[src/include/oneshot_pkg.sv]
package oneshot_pkg;
  // Counter width per channel
  localparam int CNT_W = 32;
  // Reset values
  localparam logic [31:0] CNT_RST = 32'h0000_0000;
  localparam logic [31:0] CMP_RST = 32'h0000_0000;
  localparam logic OUT_IDLE = 1'b1;
  // Channel run states
  typedef enum logic [1:0] {ST_IDLE, ST_RUN, ST_DONE} run_state_t;
endpackage : oneshot_pkg

[src/verilog/input_sampler.sv]
`timescale 1ns/1ps
// Registers one field input and reports its rising edge
module input_sampler (
  // Clock and reset
  input wire logic clk,
  input wire logic rst_n,
  // Field level
  input wire logic din,
  // Sampled level and edge
  output logic level,
  output logic rise
);
  logic q1_r, q1_nxt;
  logic q2_r, q2_nxt;

  // Two stages so the edge compares registered values only
  always_comb begin
    q1_nxt = din;
    q2_nxt = q1_r;
  end

  always_ff @(posedge clk or negedge rst_n) begin
    if (!rst_n) begin
      q1_r <= 1'b0;
      q2_r <= 1'b0;
    end else begin
      q1_r <= q1_nxt;
      q2_r <= q2_nxt;
    end
  end

  assign level = q1_r;
  assign rise = q1_r & ~q2_r;
endmodule : input_sampler

[src/verilog/oneshot_down_counter_reset_out.sv]
`timescale 1ns/1ps
// Operation
// - One independent 32-bit down counter per channel.
// - During a run, decrement by one on each count-clock rising edge while gate high.
// - Clear input high empties counter; keep it low to count.
// - Active-low output goes low when the counter is loaded.
// - Output returns high when count reaches the compare value.
// - Stop command ends the counting run.
module oneshot_down_counter_reset_out
  import oneshot_pkg::*;
(
  // Clock and reset
  input wire logic clk,
  input wire logic rst_n,
  // Field signals
  input wire logic count_clock_input,
  input wire logic gate_input,
  input wire logic count_clear_input,
  // Controller commands
  input wire logic compare_load,
  input wire logic [CNT_W-1:0] compare_value,
  input wire logic count_load,
  input wire logic [CNT_W-1:0] count_value,
  input wire logic stop_cmd,
  // Status
  output logic [CNT_W-1:0] count_r,
  output logic out_n_r,
  output logic running_r
);
  logic clk_rise, gate_level, clr_level;
  logic [CNT_W-1:0] count_dec;
  logic [CNT_W-1:0] count_nxt, cmp_r, cmp_nxt;
  logic out_n_nxt, running_nxt;
  run_state_t state_r, state_nxt;
  logic step;

  // Field input sampling, one instance per input; unused edge and level outputs left open
  input_sampler u_clk (
    .clk(clk),
    .rst_n(rst_n),
    .din(count_clock_input),
    .level(),
    .rise(clk_rise)
  );
  input_sampler u_gate (
    .clk(clk),
    .rst_n(rst_n),
    .din(gate_input),
    .level(gate_level),
    .rise()
  );
  input_sampler u_clr (
    .clk(clk),
    .rst_n(rst_n),
    .din(count_clear_input),
    .level(clr_level),
    .rise()
  );

  // Counting keeps going after the compare match, as a one-shot output only
  assign step = clk_rise & gate_level;
  // Value the counter takes on a step; the match test looks at it before it is registered
  assign count_dec = count_r - 32'h0000_0001;

  // Compare register: written whenever the controller strobes it, even mid-run
  always_comb begin
    cmp_nxt = cmp_r;
    if (compare_load) begin
      cmp_nxt = compare_value;
    end
  end

  always_ff @(posedge clk or negedge rst_n) begin
    if (!rst_n) begin
      cmp_r <= CMP_RST;
    end else begin
      cmp_r <= cmp_nxt;
    end
  end

  // Next-state logic; clear outranks load and stepping
  always_comb begin
    count_nxt = count_r;
    out_n_nxt = out_n_r;
    state_nxt = state_r;
    case (state_r)
      ST_IDLE, ST_DONE: begin
        if (count_load) begin
          count_nxt = count_value;
          out_n_nxt = 1'b0;
          state_nxt = ST_RUN;
        end
      end
      ST_RUN: begin
        if (stop_cmd) begin
          state_nxt = ST_DONE;
          out_n_nxt = OUT_IDLE;
        end else if (count_load) begin
          count_nxt = count_value;
          out_n_nxt = 1'b0;
        end else if (step) begin
          count_nxt = count_dec;
          if (count_dec == cmp_r) begin
            out_n_nxt = 1'b1;
          end
        end
      end
      default: begin
        state_nxt = ST_IDLE;
      end
    endcase
    if (clr_level) begin
      count_nxt = CNT_RST;
    end
  end

  assign running_nxt = (state_nxt == ST_RUN);

  // State registers
  always_ff @(posedge clk or negedge rst_n) begin
    if (!rst_n) begin
      count_r <= CNT_RST;
      out_n_r <= OUT_IDLE;
      state_r <= ST_IDLE;
      running_r <= 1'b0;
    end else begin
      count_r <= count_nxt;
      out_n_r <= out_n_nxt;
      state_r <= state_nxt;
      running_r <= running_nxt;
    end
  end

  // Checks: clear, load, stepping, gate hold, compare match, stop, idle hold and edge detection
  a_clear_empties: assert property (@(posedge clk) disable iff (!rst_n)
    clr_level |=> count_r == CNT_RST) else $error("clear did not empty counter");
  a_load_out_low: assert property (@(posedge clk) disable iff (!rst_n)
    (count_load && !stop_cmd && !clr_level) |=> !out_n_r) else $error("output not low");
  a_step_decrements: assert property (@(posedge clk) disable iff (!rst_n)
    (state_r == ST_RUN && step && !count_load && !stop_cmd && !clr_level)
    |=> count_r == $past(count_r) - 32'h0000_0001) else $error("bad decrement");
  a_hold_no_gate: assert property (@(posedge clk) disable iff (!rst_n)
    (!gate_level && !count_load && !clr_level) |=> count_r == $past(count_r))
    else $error("counted without gate");
  a_match_out_high: assert property (@(posedge clk) disable iff (!rst_n)
    (state_r == ST_RUN && step && !count_load && !stop_cmd && !clr_level
     && count_r - 32'h0000_0001 == cmp_r) |=> out_n_r) else $error("no release at compare");
  a_stop_ends_run: assert property (@(posedge clk) disable iff (!rst_n)
    (state_r == ST_RUN && stop_cmd) |=> !running_r && out_n_r) else $error("stop ignored");
  a_idle_no_count: assert property (@(posedge clk) disable iff (!rst_n)
    (state_r != ST_RUN && !count_load && !clr_level) |=> $stable(count_r))
    else $error("counted while idle");
  a_edge_from_regs: assert property (@(posedge clk) disable iff (!rst_n)
    count_clock_input ##1 count_clock_input |=> !clk_rise) else $error("false edge");

  // Compare register follows its strobe and nothing else
  a_compare_capture: assert property (@(posedge clk) disable iff (!rst_n)
    compare_load |=> cmp_r == $past(compare_value))
    else $error("compare not captured");
  a_compare_hold: assert property (@(posedge clk) disable iff (!rst_n)
    !compare_load |=> $stable(cmp_r))
    else $error("compare changed unasked");

  // Load: start value taken, run begins with the output pulled low
  a_load_value: assert property (@(posedge clk) disable iff (!rst_n)
    (count_load && !(state_r == ST_RUN && stop_cmd) && !clr_level)
    |=> count_r == $past(count_value)) else $error("start value not loaded");
  a_load_starts_run: assert property (@(posedge clk) disable iff (!rst_n)
    (count_load && !(state_r == ST_RUN && stop_cmd)) |=> running_r)
    else $error("load did not start run");
  a_run_out_low: assert property (@(posedge clk) disable iff (!rst_n)
    $rose(running_r) |-> !out_n_r)
    else $error("run began with output high");
  a_reload_out_low: assert property (@(posedge clk) disable iff (!rst_n)
    (running_r && count_load && !stop_cmd) |=> running_r && !out_n_r)
    else $error("reload did not restart output");

  // Stepping: at most one count per cycle, and only on a registered edge
  a_single_step: assert property (@(posedge clk) disable iff (!rst_n)
    (!count_load && !clr_level)
    |=> (count_r == $past(count_r) || count_r == $past(count_r) - 32'h0000_0001))
    else $error("count moved by more than one");
  a_no_rise_no_step: assert property (@(posedge clk) disable iff (!rst_n)
    (!clk_rise && !count_load && !clr_level) |=> $stable(count_r))
    else $error("counted without an edge");

  // Output: released within a run only by a compare match, then held until reload or stop
  a_out_high_holds: assert property (@(posedge clk) disable iff (!rst_n)
    (running_r && out_n_r && !count_load && !stop_cmd) |=> out_n_r)
    else $error("output fell without reload");
  a_no_early_release: assert property (@(posedge clk) disable iff (!rst_n)
    (running_r && !out_n_r && !stop_cmd && !(step && count_dec == cmp_r)) |=> !out_n_r)
    else $error("output released before compare");
  a_release_by_step: assert property (@(posedge clk) disable iff (!rst_n)
    ($rose(out_n_r) && running_r) |-> $past(step))
    else $error("output released without a step");

  // Run state: ended by stop only, with the output left high
  a_idle_out_high: assert property (@(posedge clk) disable iff (!rst_n)
    !running_r |-> out_n_r)
    else $error("output low outside a run");
  a_stop_outside_run: assert property (@(posedge clk) disable iff (!rst_n)
    (state_r != ST_RUN && stop_cmd && !count_load) |=> !running_r)
    else $error("stray stop started a run");
  a_run_ends_by_stop: assert property (@(posedge clk) disable iff (!rst_n)
    $fell(running_r) |-> $past(stop_cmd))
    else $error("run ended without stop");

  // Clear touches the count only, never the run or the output
  a_clear_keeps_run: assert property (@(posedge clk) disable iff (!rst_n)
    (clr_level && !count_load && !stop_cmd) |=> $stable(running_r))
    else $error("clear changed run state");
  a_clear_keeps_out: assert property (@(posedge clk) disable iff (!rst_n)
    (clr_level && !count_load && !stop_cmd && !step) |=> $stable(out_n_r))
    else $error("clear changed output");

  // Main scenarios
  c_load_run: cover property (@(posedge clk) disable iff (!rst_n) count_load ##1 running_r);
  c_match: cover property (@(posedge clk) disable iff (!rst_n) !out_n_r ##1 out_n_r);
  c_stop: cover property (@(posedge clk) disable iff (!rst_n) running_r ##1 stop_cmd);
  c_reload_run: cover property (@(posedge clk) disable iff (!rst_n) running_r && count_load);
  c_clear_run: cover property (@(posedge clk) disable iff (!rst_n) running_r && clr_level);
endmodule : oneshot_down_counter_reset_out

[config.mk]
export PLATFORM = sky130hd
export DESIGN_NAME = oneshot_down_counter_reset_out
export DESIGN_NICKNAME = d
export VERILOG_FILES = /design/src/include/oneshot_pkg.sv /design/src/verilog/input_sampler.sv /design/src/verilog/oneshot_down_counter_reset_out.sv
export SDC_FILE = /design/constraint.sdc
export NUM_CORES = 1
export LEC_CHECK = 0
export BUFFER_PORTS_ARGS = -buffer_cell sky130_fd_sc_hd__buf_2
export CORE_MARGIN = 5
export CORE_UTILIZATION = 54
export DETAILED_ROUTE_END_ITERATION = 8
export PLACE_DENSITY = 0.9
export RECOVER_POWER = 25
export SLEW_MARGIN = 15
export SYNTH_ARGS = -nofsm -noshare
export SYNTH_HDL_FRONTEND = slang
export SYNTH_SLANG_ARGS = --single-unit
[constraint.sdc]
create_clock -name clk -period 2.95 [get_ports clk]
set_clock_uncertainty 0.1 [all_clocks]
set_input_delay 0.59 -clock clk [delete_from_list [all_inputs] [get_ports clk]]
set_output_delay 0.59 -clock clk [all_outputs]
set_load 0.05 [all_outputs]
==> impl_metrics.py, run 1 <==
metrics = {
    "clock_network": {
        "cts_buffers": 9,
        "clkLatencyLatePin_ns": 0.36,
        "htreeDepth": 3,
        "cts_tree": "built",
        "path_clk_slew_ns": 0.08,
        "root_buffer": "clkbuf_8",
        "cts_max_path_buffers": 2,
        "cts_hold_buf": 0,
        "clock-sinks": 72,
    },
    "setup_path": {
        "crit_family": "simple AND/OR/NAND/NOR gates",
        "worstSetupEndpointType": "flip-flop",
        "cp.buffers_inverters": 0,
        "critPathLaunchType": "flip-flop",
        "cpMostUsedCell": "or4_4",
        "cp_data_required_time_ns": 3.15,
        "slowest_stage": "or4_4",
        "path_cells": "or4_4 > or4_4 > or4_4 > xnor2_1 > nor4_1 > nand4_1 > o21ai_1",
        "path_max_fanout": 7,
        "crit_type": "reg -> reg",
        "cp_data_arrival_time_ns": 3.03,
        "slowest_delay_ns": 0.56,
    },
    "placement": {
        "dp.cells": 685,
        "port_buffers": 105,
        "gp_congestion": 0.950,
        "dp_hpwl_mm": 9.43,
        "preCtsSetupSlack_ns": 0.0349,
    },
    "final_layout": {
        "antennaDiodeCount": 0,
        "n_fill_cell": 662,
        "nets": 670,
        "instances_no_fill": 707,
        "drive_gt1_frac": 0.337,
        "syn2layout_area_growth_pct": 21.4,
    },
    "logic_synthesis": {
        "synth_cell_types": 57,
        "synth_seq_area_share": 0.404,
        "yosysWarnings": 0,
        "netlist_area_um2": 4460,
        "muxShareOfSynthArea": 0.0858,
        "synth_edf_count": 0,
        "ys_seq_elements": 72,
        "synth_area_leaders": "dfrtp_1 (40%), mux2_2 (8.6%), xnor2_1 (5.3%), nand2_1 (3.8%), nor2_1 (3.8%)",
        "yosys.area.top_type": "dfrtp_1",
        "netlist.area_leader.share": 0.398,
        "synth.most_common_cell": "dfrtp_1",
        "synth_top_cells_by_count": "dfrtp_1 (71), nand2_1 (45), nor2_1 (45), mux2_2 (34), o21ai_0 (31)",
        "synth_top_family_by_area": "simple AND/OR/NAND/NOR gates",
        "ys.flop_type": "dfrtp_1",
        "synth-simple-area-share": 0.200,
        "syn-mean-instance-area_um2": 9.20,
        "ys_async_sr_fraction": 1.00,
        "synth_nets": 558,
        "synth-xor-area-share": 0.0884,
        "synth_fa_ha_area_frac": 0.00281,
        "netlist_instances": 485,
        "synth_compound_area_frac": 0.183,
    },
    "timing": {
        "relSlewSlack": -0.110,
        "finalCritPeriodShare": 0.959,
        "setup_viol": 0,
        "fin_crit_ns": 2.83,
        "worst_slew_pin_slew_ns": 1.66,
        "worst_slack_ns": 0.120,
        "rsz0062_at_grt": "false",
        "slew_violations": 32,
        "clock.fmax_mhz": 353,
        "fin_tns_setup_ns": 0,
        "finalHoldViolCount": 0,
    },
    "run": {
        "cap_viol_max_count": 1,
    },
    "global_route": {
        "overflow": 0,
        "grt_pass1_wl_mm": 21.0,
        "antenna_found_initial": 0,
        "grt.total_usage": 0.262,
        "grt_pass1_vias": 4186,
        "grt_max_degree": 48,
    },
    "die": {
        "core_area_um2": 8130,
        "die_h_um": 101,
        "die_x_um": 101,
        "dieArea_um2": 10200,
        "rows": 33,
        "start_util": 0.548,
        "num_io_pins": 106,
    },
    "pwr": {
        "p_leak_nw": 2.47,
        "pwr-share-seq": 0.368,
        "total_power_mw": 3.30,
        "swShare": 0.403,
        "comb_power_share": 0.398,
        "power_frac_clock": 0.234,
        "peakVddDrop_mv": 0.295,
        "cellInternalPower_mw": 1.97,
        "powerDensity_nw_per_um2": 610,
        "switchingPower_mw": 1.33,
    },
    "routing": {
        "drcViolationCount": 0,
        "ant_nets": 0,
        "wl_per_cell_um": 18.5,
        "dr.pass1.iters": 5,
        "drt_iter0_drc": 251,
        "routed_wl_mm": 13.1,
        "vias": 4279,
        "vias_per_cell": 6.05,
    },
    "status": {
        "violations": "capacitance limit, slew limit",
        "outcome": "finished, violations left",
    },
    "worst_hold_path": {
        "hold_class": "in -> reg",
    },
}
==> cells in the final DEF, fill, tap and decap left out, types with 10 or more instances in the layout <==
cell type,n
o21ai_0,31
xnor2_1,27
buf_4,28
xor2_1,18
clkbuf_8,12
nor3_1,13
nor2_1,45
a21oi_1,23
buf_2,104
mux2_2,34
nand2_1,45
o31ai_1,11
nand3_1,10
dfrtp_1,69
a22oi_1,14
==> power by group through the flow <==
stage / clock [mW] / combinational (mW) / sequential [mW]
global route: 0.822 / 1.42 / 1.23
floorplan: 0 / 0.737 / 1.37
detailed placement: 0 / 1.27 / 1.23
CTS: 0.780 / 1.29 / 1.21
finish: 0.774 / 1.31 / 1.22
global placement: 0 / 1.24 / 1.22
==> worst register-to-register path, delay by kind of cell, from the launching register on <==
kind / cells / cell delay (ns)
xor+xnor: 1 / 0.15
compound gates: 1 / 0.17
flops: 1 / 0.46
simple gates: 5 / 1.89
==> per-stage QoR <==
stage	area, µm²	hold slack [ns]	utilization
final	5410	0.232	0.666
after global routing	5410	0.216	0.666
after CTS	5390	0.155	0.663
after detailed placement	5180	0.268	0.637
after global placement	5180	0.259	0.637
after floorplan	4460	0.194	-
==> final cells by class <==
type / count / area [µm²] / area share
Clock inverter: 4 / 27.5 / 0.00508
Inverter: 5 / 18.8 / 0.00347
Sequential cell: 72 / 1810 / 0.333
Tap cell: 105 / 131 / 0.0243
Multi-Input combinational cell: 373 / 2500 / 0.462
Timing Repair Buffer: 136 / 763 / 0.141
Clock buffer: 12 / 165 / 0.0305
==> sequential cells by signal, summed over array words and instances (netlist names) <==
signal,cells
cmp_r,32
state_r,2
running_r,1
out_n_r,1
u_clk.level,1
u_gate.level,1
u_clk.q2_r,1
count_r,32
u_clr.level,1
==> per-layer routing <==
metal | up-vias | wire length [µm] | track usage
li1 | 1989 | - | -
met1 | 2084 | 5420 | 0.346
met2 | 185 | 6370 | 0.421
met3 | 21 | 1020 | 0.0623
met4 | 0 | 295 | 0.0881
met5 | - | 0 | 0
==> kinds of logic after synthesis <==
group | Yosys count
xor gates and xnor gates | 45
muxes | 34
adders and majority gates | 1
DFF | 72
AOI/OAI and AO/OA | 124
buffers and inverters | 40
and+or+nand+nor | 169
==> repair_timing <==
item                                    4_1_cts  5_1_grt
buffers inserted                              3        3
pin swaps                                     0        0
hold endpoints to repair                      0        0
resized for setup                             0        1
endpoints found under the setup margin        1        1
==> final timing paths <==
| check | startpoint | endpoint | slack [ns] | cells after the start |
|---|---|---|---|---|
| hold / removal | count_clear_input | u_clr.level$_DFF_PN0_ | 0.23 | 1 |
| hold reg to reg | u_clk.level$_DFF_PN0_ | u_clk.q2_r$_DFF_PN0_ | 0.29 | 0 |
| max in group asynchronous | rst_n | cmp_r[4]$_DFFE_PN0P_ | 1.12 | 2 |
| min in group asynchronous | rst_n | cmp_r[25]$_DFFE_PN0P_ | 0.42 | 2 |
| setup reg to reg | count_r[21]$_DFFE_PN0P_ | out_n_r$_DFFE_PN1P_ | 0.12 | 7 |
| setup / recovery | count_r[21]$_DFFE_PN0P_ | out_n_r$_DFFE_PN1P_ | 0.12 | 7 |
(Power assumes the default switching activity.)
==> inputs of run 2 (changes only) <==
Settings changed: ABC_AREA set to 1, CORE_UTILIZATION 54 to 55, PLACE_DENSITY 0.9 to 0.91.
==> run 2 against run 1 <==
Compared with the run above:
- the flow now finishes without violations
- first-iteration DRC count increased by 21%
- sequential share of layout area down 0.33 points
- register-to-register slack gained 0.26 ns
- core utilization shrank 0.44 points
==> impl_metrics.py, run 2 <==
metrics = {
    "status": {
        "outcome": "complete, no violations",
    },
    "routing": {
        "vias": 5241,
        "routed_wl_mm": 15.1,
        "dr.pass1.iters": 5,
        "drcViolationCount": 0,
        "drt_iter0_drc": 303,
        "wl_per_cell_um": 16.5,
        "vias_per_cell": 5.72,
        "ant_nets": 0,
    },
    "setup_path": {
        "slowest_stage": "dfrtp_1",
        "worstSetupEndpointType": "flip-flop",
        "slowest_delay_ns": 0.45,
        "path_cells": "inv_2 > ha_1 > nand2_1 > nor2_4 > nand2_1 > nand2_1 > nand2_1 > nand2_1 > nand2_1 > nor2_1 > nand2_1 > nor2_1 > nand3_1 > nor2_1 > nand2_1 > nand2_2 > nand2_1 > nand2_1 > nand2_1",
        "cp_data_arrival_time_ns": 2.76,
        "path_max_fanout": 6,
        "critPathLaunchType": "flip-flop",
        "cp_data_required_time_ns": 3.14,
        "cp.buffers_inverters": 1,
        "crit_type": "reg -> reg",
        "crit_family": "simple AND/OR/NAND/NOR gates",
        "cpMostUsedCell": "nand2_1",
    },
    "global_route": {
        "grt_pass1_vias": 5155,
        "grt_pass1_wl_mm": 24.5,
        "grt_max_degree": 34,
        "overflow": 0,
        "antenna_found_initial": 0,
        "grt.total_usage": 0.300,
    },
    "timing": {
        "fin_crit_ns": 2.57,
        "slew_violations": 0,
        "finalCritPeriodShare": 0.870,
        "worst_slew_pin_slew_ns": 1.20,
        "clock.fmax_mhz": 390,
        "relSlewSlack": 0.200,
        "setup_viol": 0,
        "finalHoldViolCount": 0,
        "fin_tns_setup_ns": 0,
        "rsz0062_at_grt": "false",
        "worst_slack_ns": 0.383,
    },
    "logic_synthesis": {
        "netlist_instances": 702,
        "ys_async_sr_fraction": 1.00,
        "ys.flop_type": "dfrtp_1",
        "synth.most_common_cell": "nand2_1",
        "synth_nets": 775,
        "yosysWarnings": 0,
        "synth_edf_count": 0,
        "netlist.area_leader.share": 0.381,
        "synth_top_cells_by_count": "nand2_1 (220), inv_1 (81), nor2_1 (80), dfrtp_1 (71)",
        "yosys.area.top_type": "dfrtp_1",
        "netlist_area_um2": 4660,
        "synth_seq_area_share": 0.387,
        "synth_cell_types": 25,
        "syn-mean-instance-area_um2": 6.64,
        "synth_area_leaders": "dfrtp_1 (38%), nand2_1 (18%), nand3_1 (6.9%), o21ai_0 (6.9%), inv_1 (6.5%)",
        "ys_seq_elements": 72,
    },
    "pwr": {
        "p_leak_nw": 2.93,
        "powerDensity_nw_per_um2": 661,
        "total_power_mw": 3.61,
        "peakVddDrop_mv": 0.353,
    },
    "die": {
        "start_util": 0.565,
        "dieArea_um2": 10400,
        "die_h_um": 102,
        "die_x_um": 102,
        "num_io_pins": 106,
        "rows": 33,
        "core_area_um2": 8260,
    },
    "placement": {
        "gp_congestion": 1.02,
        "placed_cell_area_um2": 5310,
        "port_buffers": 105,
        "dp_hpwl_mm": 11.6,
        "preCtsSetupSlack_ns": 0.424,
    },
    "final_layout": {
        "top_regs": "cmp_r x32, count_r x32, state_r x2",
        "layout_common_cells": "nand2_1 (220), buf_2 (104), inv_1 (81), nor2_1 (80), dfrtp_1 (71)",
        "antennaDiodeCount": 0,
        "syn2layout_area_growth_pct": 17.1,
        "design_area_um2": 5460,
        "layout_commonest_cell": "nand2_1",
        "drive_gt1_frac": 0.206,
        "nets": 879,
    },
    "clock_network": {
        "root_buffer": "clkbuf_8",
        "path_clk_slew_ns": 0.08,
        "clock-sinks": 72,
        "post-cts-setup-buffer-count": 0,
        "cts_buffers": 9,
        "cts_tree": "built",
        "cts_max_path_buffers": 2,
        "cts_resized": 0,
        "cts_hold_buf": 0,
        "htreeDepth": 3,
        "clkLatencyLatePin_ns": 0.36,
    },
    "run": {
        "cap_viol_max_count": 0,
    },
    "worst_hold_path": {
        "hold_class": "in -> reg",
    },
}
[run 2: cell type report]
class | instances | area [µm²]
Fill cell | 752 | 2800
Sequential cell | 72 | 1800
Multi-Input combinational cell | 525 | 2450
Timing Repair Buffer | 114 | 589
Tap cell | 105 | 131
Inverter | 84 | 315
Clock buffer | 9 | 124
Clock inverter | 7 | 47.5
[run 2: kinds of logic after synthesis]
family / synth area share
AO/OA/AOI/OAI: 0.138
buffers and inverters: 0.0880
flip-flops: 0.387
adder cells (fa/ha/maj): 0.00268
AND/OR/NAND/NOR: 0.369
multiplexers: 0.00724
XOR/XNOR: 0.00859
[run 2: per-layer routing]
layer | global-route usage | share of wire
met2 | 0.482 | 0.46
met1 | 0.402 | 0.40
met3 | 0.0587 | 0.10
met4 | 0.114 | 0.030
met5 | 0 | 0
[run 2: path summary, 6_finish.rpt]
path	startpoint	slack (ns)	end	depth (start not counted)
worst max-delay path	count_r[0]$_DFFE_PN0P_	0.38	out_n_r$_DFFE_PN1P_	19
worst min-delay path	count_clear_input	0.24	u_clr.level$_DFF_PN0_	1
worst max register to register	count_r[0]$_DFFE_PN0P_	0.38	out_n_r$_DFFE_PN1P_	19
worst min register to register	u_clk.level$_DFF_PN0_	0.28	u_clk.q2_r$_DFF_PN0_	0
max in group asynchronous	rst_n	0.92	cmp_r[28]$_DFFE_PN0P_	2
min in group asynchronous	rst_n	0.36	cmp_r[19]$_DFFE_PN0P_	1
[run 2: power breakdown]
part	internal (mW)	total [mW]	leakage (nW)	switching, mW
Combinational	0.469	1.66	1.93	1.19
Sequential	1.10	1.24	0.910	0.136
Clock	0.305	0.709	0.0854	0.405
[run 2: stage by stage]
stage / hold slack (ns) / instances / util
2_1_floorplan: 0.194 / 702 / -
5_1_grt: 0.226 / 916 / 0.661
6_report: 0.235 / 916 / 0.661
3_3_place_gp: 0.257 / 900 / 0.642
3_5_place_dp: 0.264 / 900 / 0.642
4_1_cts: 0.127 / 916 / 0.663
[run 2: worst register-to-register path, delay by kind of cell (launching register included)]
family	cells	cell delay, ns
simple gates	17	1.59
flops	1	0.45
fa+ha+maj	1	0.25
buf+inv	1	0.12
==> inputs of run 3 (changes only) <==
Settings changed: CORE_UTILIZATION 55 to 59, PLACE_DENSITY 0.91 to 0.95.
Clock period 2.95 ns to 3.25 ns, I/O delays scaled along.
==> run 3 against run 2 <==
Compared with the run above:
- the flow now finishes with violations (capacitance limit, slew limit)
- via count down 2.1%
- critical path depth decreased by 2
- non-clock buffer count fell by 1
- sequential share of layout area down 0.12 points
- final area rose by 0.37%
- power shrank 6.8%
- routed wire length shrank 2.1%
- combinational power is 9.6% lower
- first-iteration DRC count is 21% higher
- largest power group unchanged
==> impl_metrics.py, run 3 (synthesis results as in run 2) <==
metrics = {
    "final_layout": {
        "top_regs": "cmp_r x32, count_r x32, state_r x2",
        "register_area_um2": 1800,
        "layout_common_cells": "nand2_1 (220), buf_2 (104), inv_1 (81), nor2_1 (80), dfrtp_1 (71)",
        "antennaDiodeCount": 0,
        "n_fill_cell": 644,
        "syn2layout_area_growth_pct": 17.5,
        "nets": 878,
        "drive_gt1_frac": 0.201,
        "multi_input_area_um2": 2450,
        "layout_commonest_cell": "nand2_1",
        "utilization": 0.709,
    },
    "clock_network": {
        "path_clk_slew_ns": 0.08,
        "cts_tree": "built",
        "cts_buffers": 9,
        "post-cts-setup-buffer-count": 0,
        "cts_resized": 0,
        "htreeDepth": 3,
        "cts_max_path_buffers": 2,
        "root_buffer": "clkbuf_8",
        "cts_hold_buf": 0,
        "clock-sinks": 72,
        "clkLatencyLatePin_ns": 0.36,
    },
    "global_route": {
        "grt_pass1_vias": 5190,
        "overflow": 0,
        "antenna_found_initial": 0,
        "grt_pass1_wl_mm": 24.4,
        "grt_max_degree": 45,
        "grt.total_usage": 0.310,
    },
    "timing": {
        "worst_slew_pin_slew_ns": 1.72,
        "setup_viol": 0,
        "clock.fmax_mhz": 382,
        "finalCritPeriodShare": 0.806,
        "finalHoldViolCount": 0,
        "slew_violations": 29,
        "fin_tns_setup_ns": 0,
        "fin_crit_ns": 2.62,
        "relSlewSlack": -0.144,
        "rsz0062_at_grt": "false",
    },
    "run": {
        "cap_viol_max_count": 1,
    },
    "routing": {
        "vias": 5132,
        "dr.pass1.iters": 5,
        "drt_iter0_drc": 367,
        "wl_per_cell_um": 16.2,
        "ant_nets": 0,
        "routed_wl_mm": 14.8,
        "drcViolationCount": 0,
        "vias_per_cell": 5.63,
    },
    "placement": {
        "port_buffers": 105,
        "dp_hpwl_mm": 11.3,
        "gp_congestion": 1.00,
    },
    "setup_path": {
        "worstSetupEndpointType": "flip-flop",
        "path_max_fanout": 12,
        "cp_data_required_time_ns": 3.45,
        "r2r-start": "count_r[0]$_DFFE_PN0P_",
        "startpoint": "count_r[0]$_DFFE_PN0P_",
        "slowest_stage": "dfrtp_1",
        "crit_type": "reg -> reg",
        "rrSetupSlack_ns": 0.63,
        "slowest_delay_ns": 0.44,
        "cpMostUsedCell": "nand2_1",
        "critPathLaunchType": "flip-flop",
        "path_cells": "inv_2 > ha_1 > nand2_2 > nor2_4 > nand2_1 > nor2_1 > nand2_1 > nand3_1 > nand3_1 > nor2_1 > nand2_1 > nor2_1 > nand2_1 > nand2_2 > nand2_1 > nand2_1 > nand2_1",
        "cp_data_arrival_time_ns": 2.82,
    },
    "die": {
        "die_h_um": 98.9,
        "num_io_pins": 106,
        "dieArea_um2": 9780,
        "core_area_um2": 7730,
        "start_util": 0.603,
        "rows": 32,
        "die_x_um": 98.9,
    },
    "status": {
        "outcome": "finished, violations left",
        "violations": "capacitance limit, slew limit",
    },
    "pwr": {
        "powerDensity_nw_per_um2": 613,
        "peakVddDrop_mv": 0.415,
        "p_leak_nw": 2.93,
        "total_power_mw": 3.36,
    },
    "worst_hold_path": {
        "hold_class": "reg -> reg",
        "hold_start": "u_clk.level$_DFF_PN0_",
    },
}
-- run 3: cell count changes in the layout (fill, tap and decap cells not counted), sizes merged --
cell,before,now
clkinv,4,1
inv,85,86
buf,112,110
bufinv,0,1
clkbuf,11,13
-- run 3: routing by layer --
metal	share of wire	vias up	global-route usage
li1	-	2459	-
met1	0.39	2339	0.377
met2	0.48	282	0.521
met3	0.10	52	0.0821
met4	0.035	0	0.131
met5	0	-	0
-- run 3: cell type report --
type,count,share of cell area
flip-flops and latches,72,0.329
clock buffers,10,0.0233
well taps,102,0.0233
inverters,84,0.0575
multi-input cells,525,0.447
clock inverters,6,0.0123
repair buffers,113,0.108
-- run 3: path summary, 6_finish.rpt --
check / endpoint / cells after the start
max: out_n_r$_DFFE_PN1P_ / 17
min in group asynchronous: cmp_r[20]$_DFFE_PN0P_ / 1
max reg2reg: out_n_r$_DFFE_PN1P_ / 17
min reg2reg: u_clk.q2_r$_DFF_PN0_ / 0
max in group asynchronous: out_n_r$_DFFE_PN1P_ / 2
min: u_clk.q2_r$_DFF_PN0_ / 0
-- run 3: worst max-delay path, delay by kind of cell, from the launching register on --
family,cells,cell delay [ns]
adder cells (fa/ha/maj),1,0.23
buffers and inverters,1,0.11
flip-flops,1,0.44
AND/OR/NAND/NOR,15,1.67
-- run 3: metrics by stage --
stage                     area (µm²)  instances  setup WS, ns  hold slack, ns
after floorplan                 4660        702         0.925           0.254
final                           5480        912         0.632           0.282
after CTS                       5490        912         0.697           0.263
after global routing            5480        912         0.356           0.289
after detailed placement        5290        896         0.719           0.268
after global placement          5290        896         0.799           0.260
-- run 3: power breakdown --
part,internal [mW],total [mW],switching [mW]
Combinational,0.422,1.50,1.08
Sequential,1.00,1.12,0.120
Clock,0.359,0.737,0.378
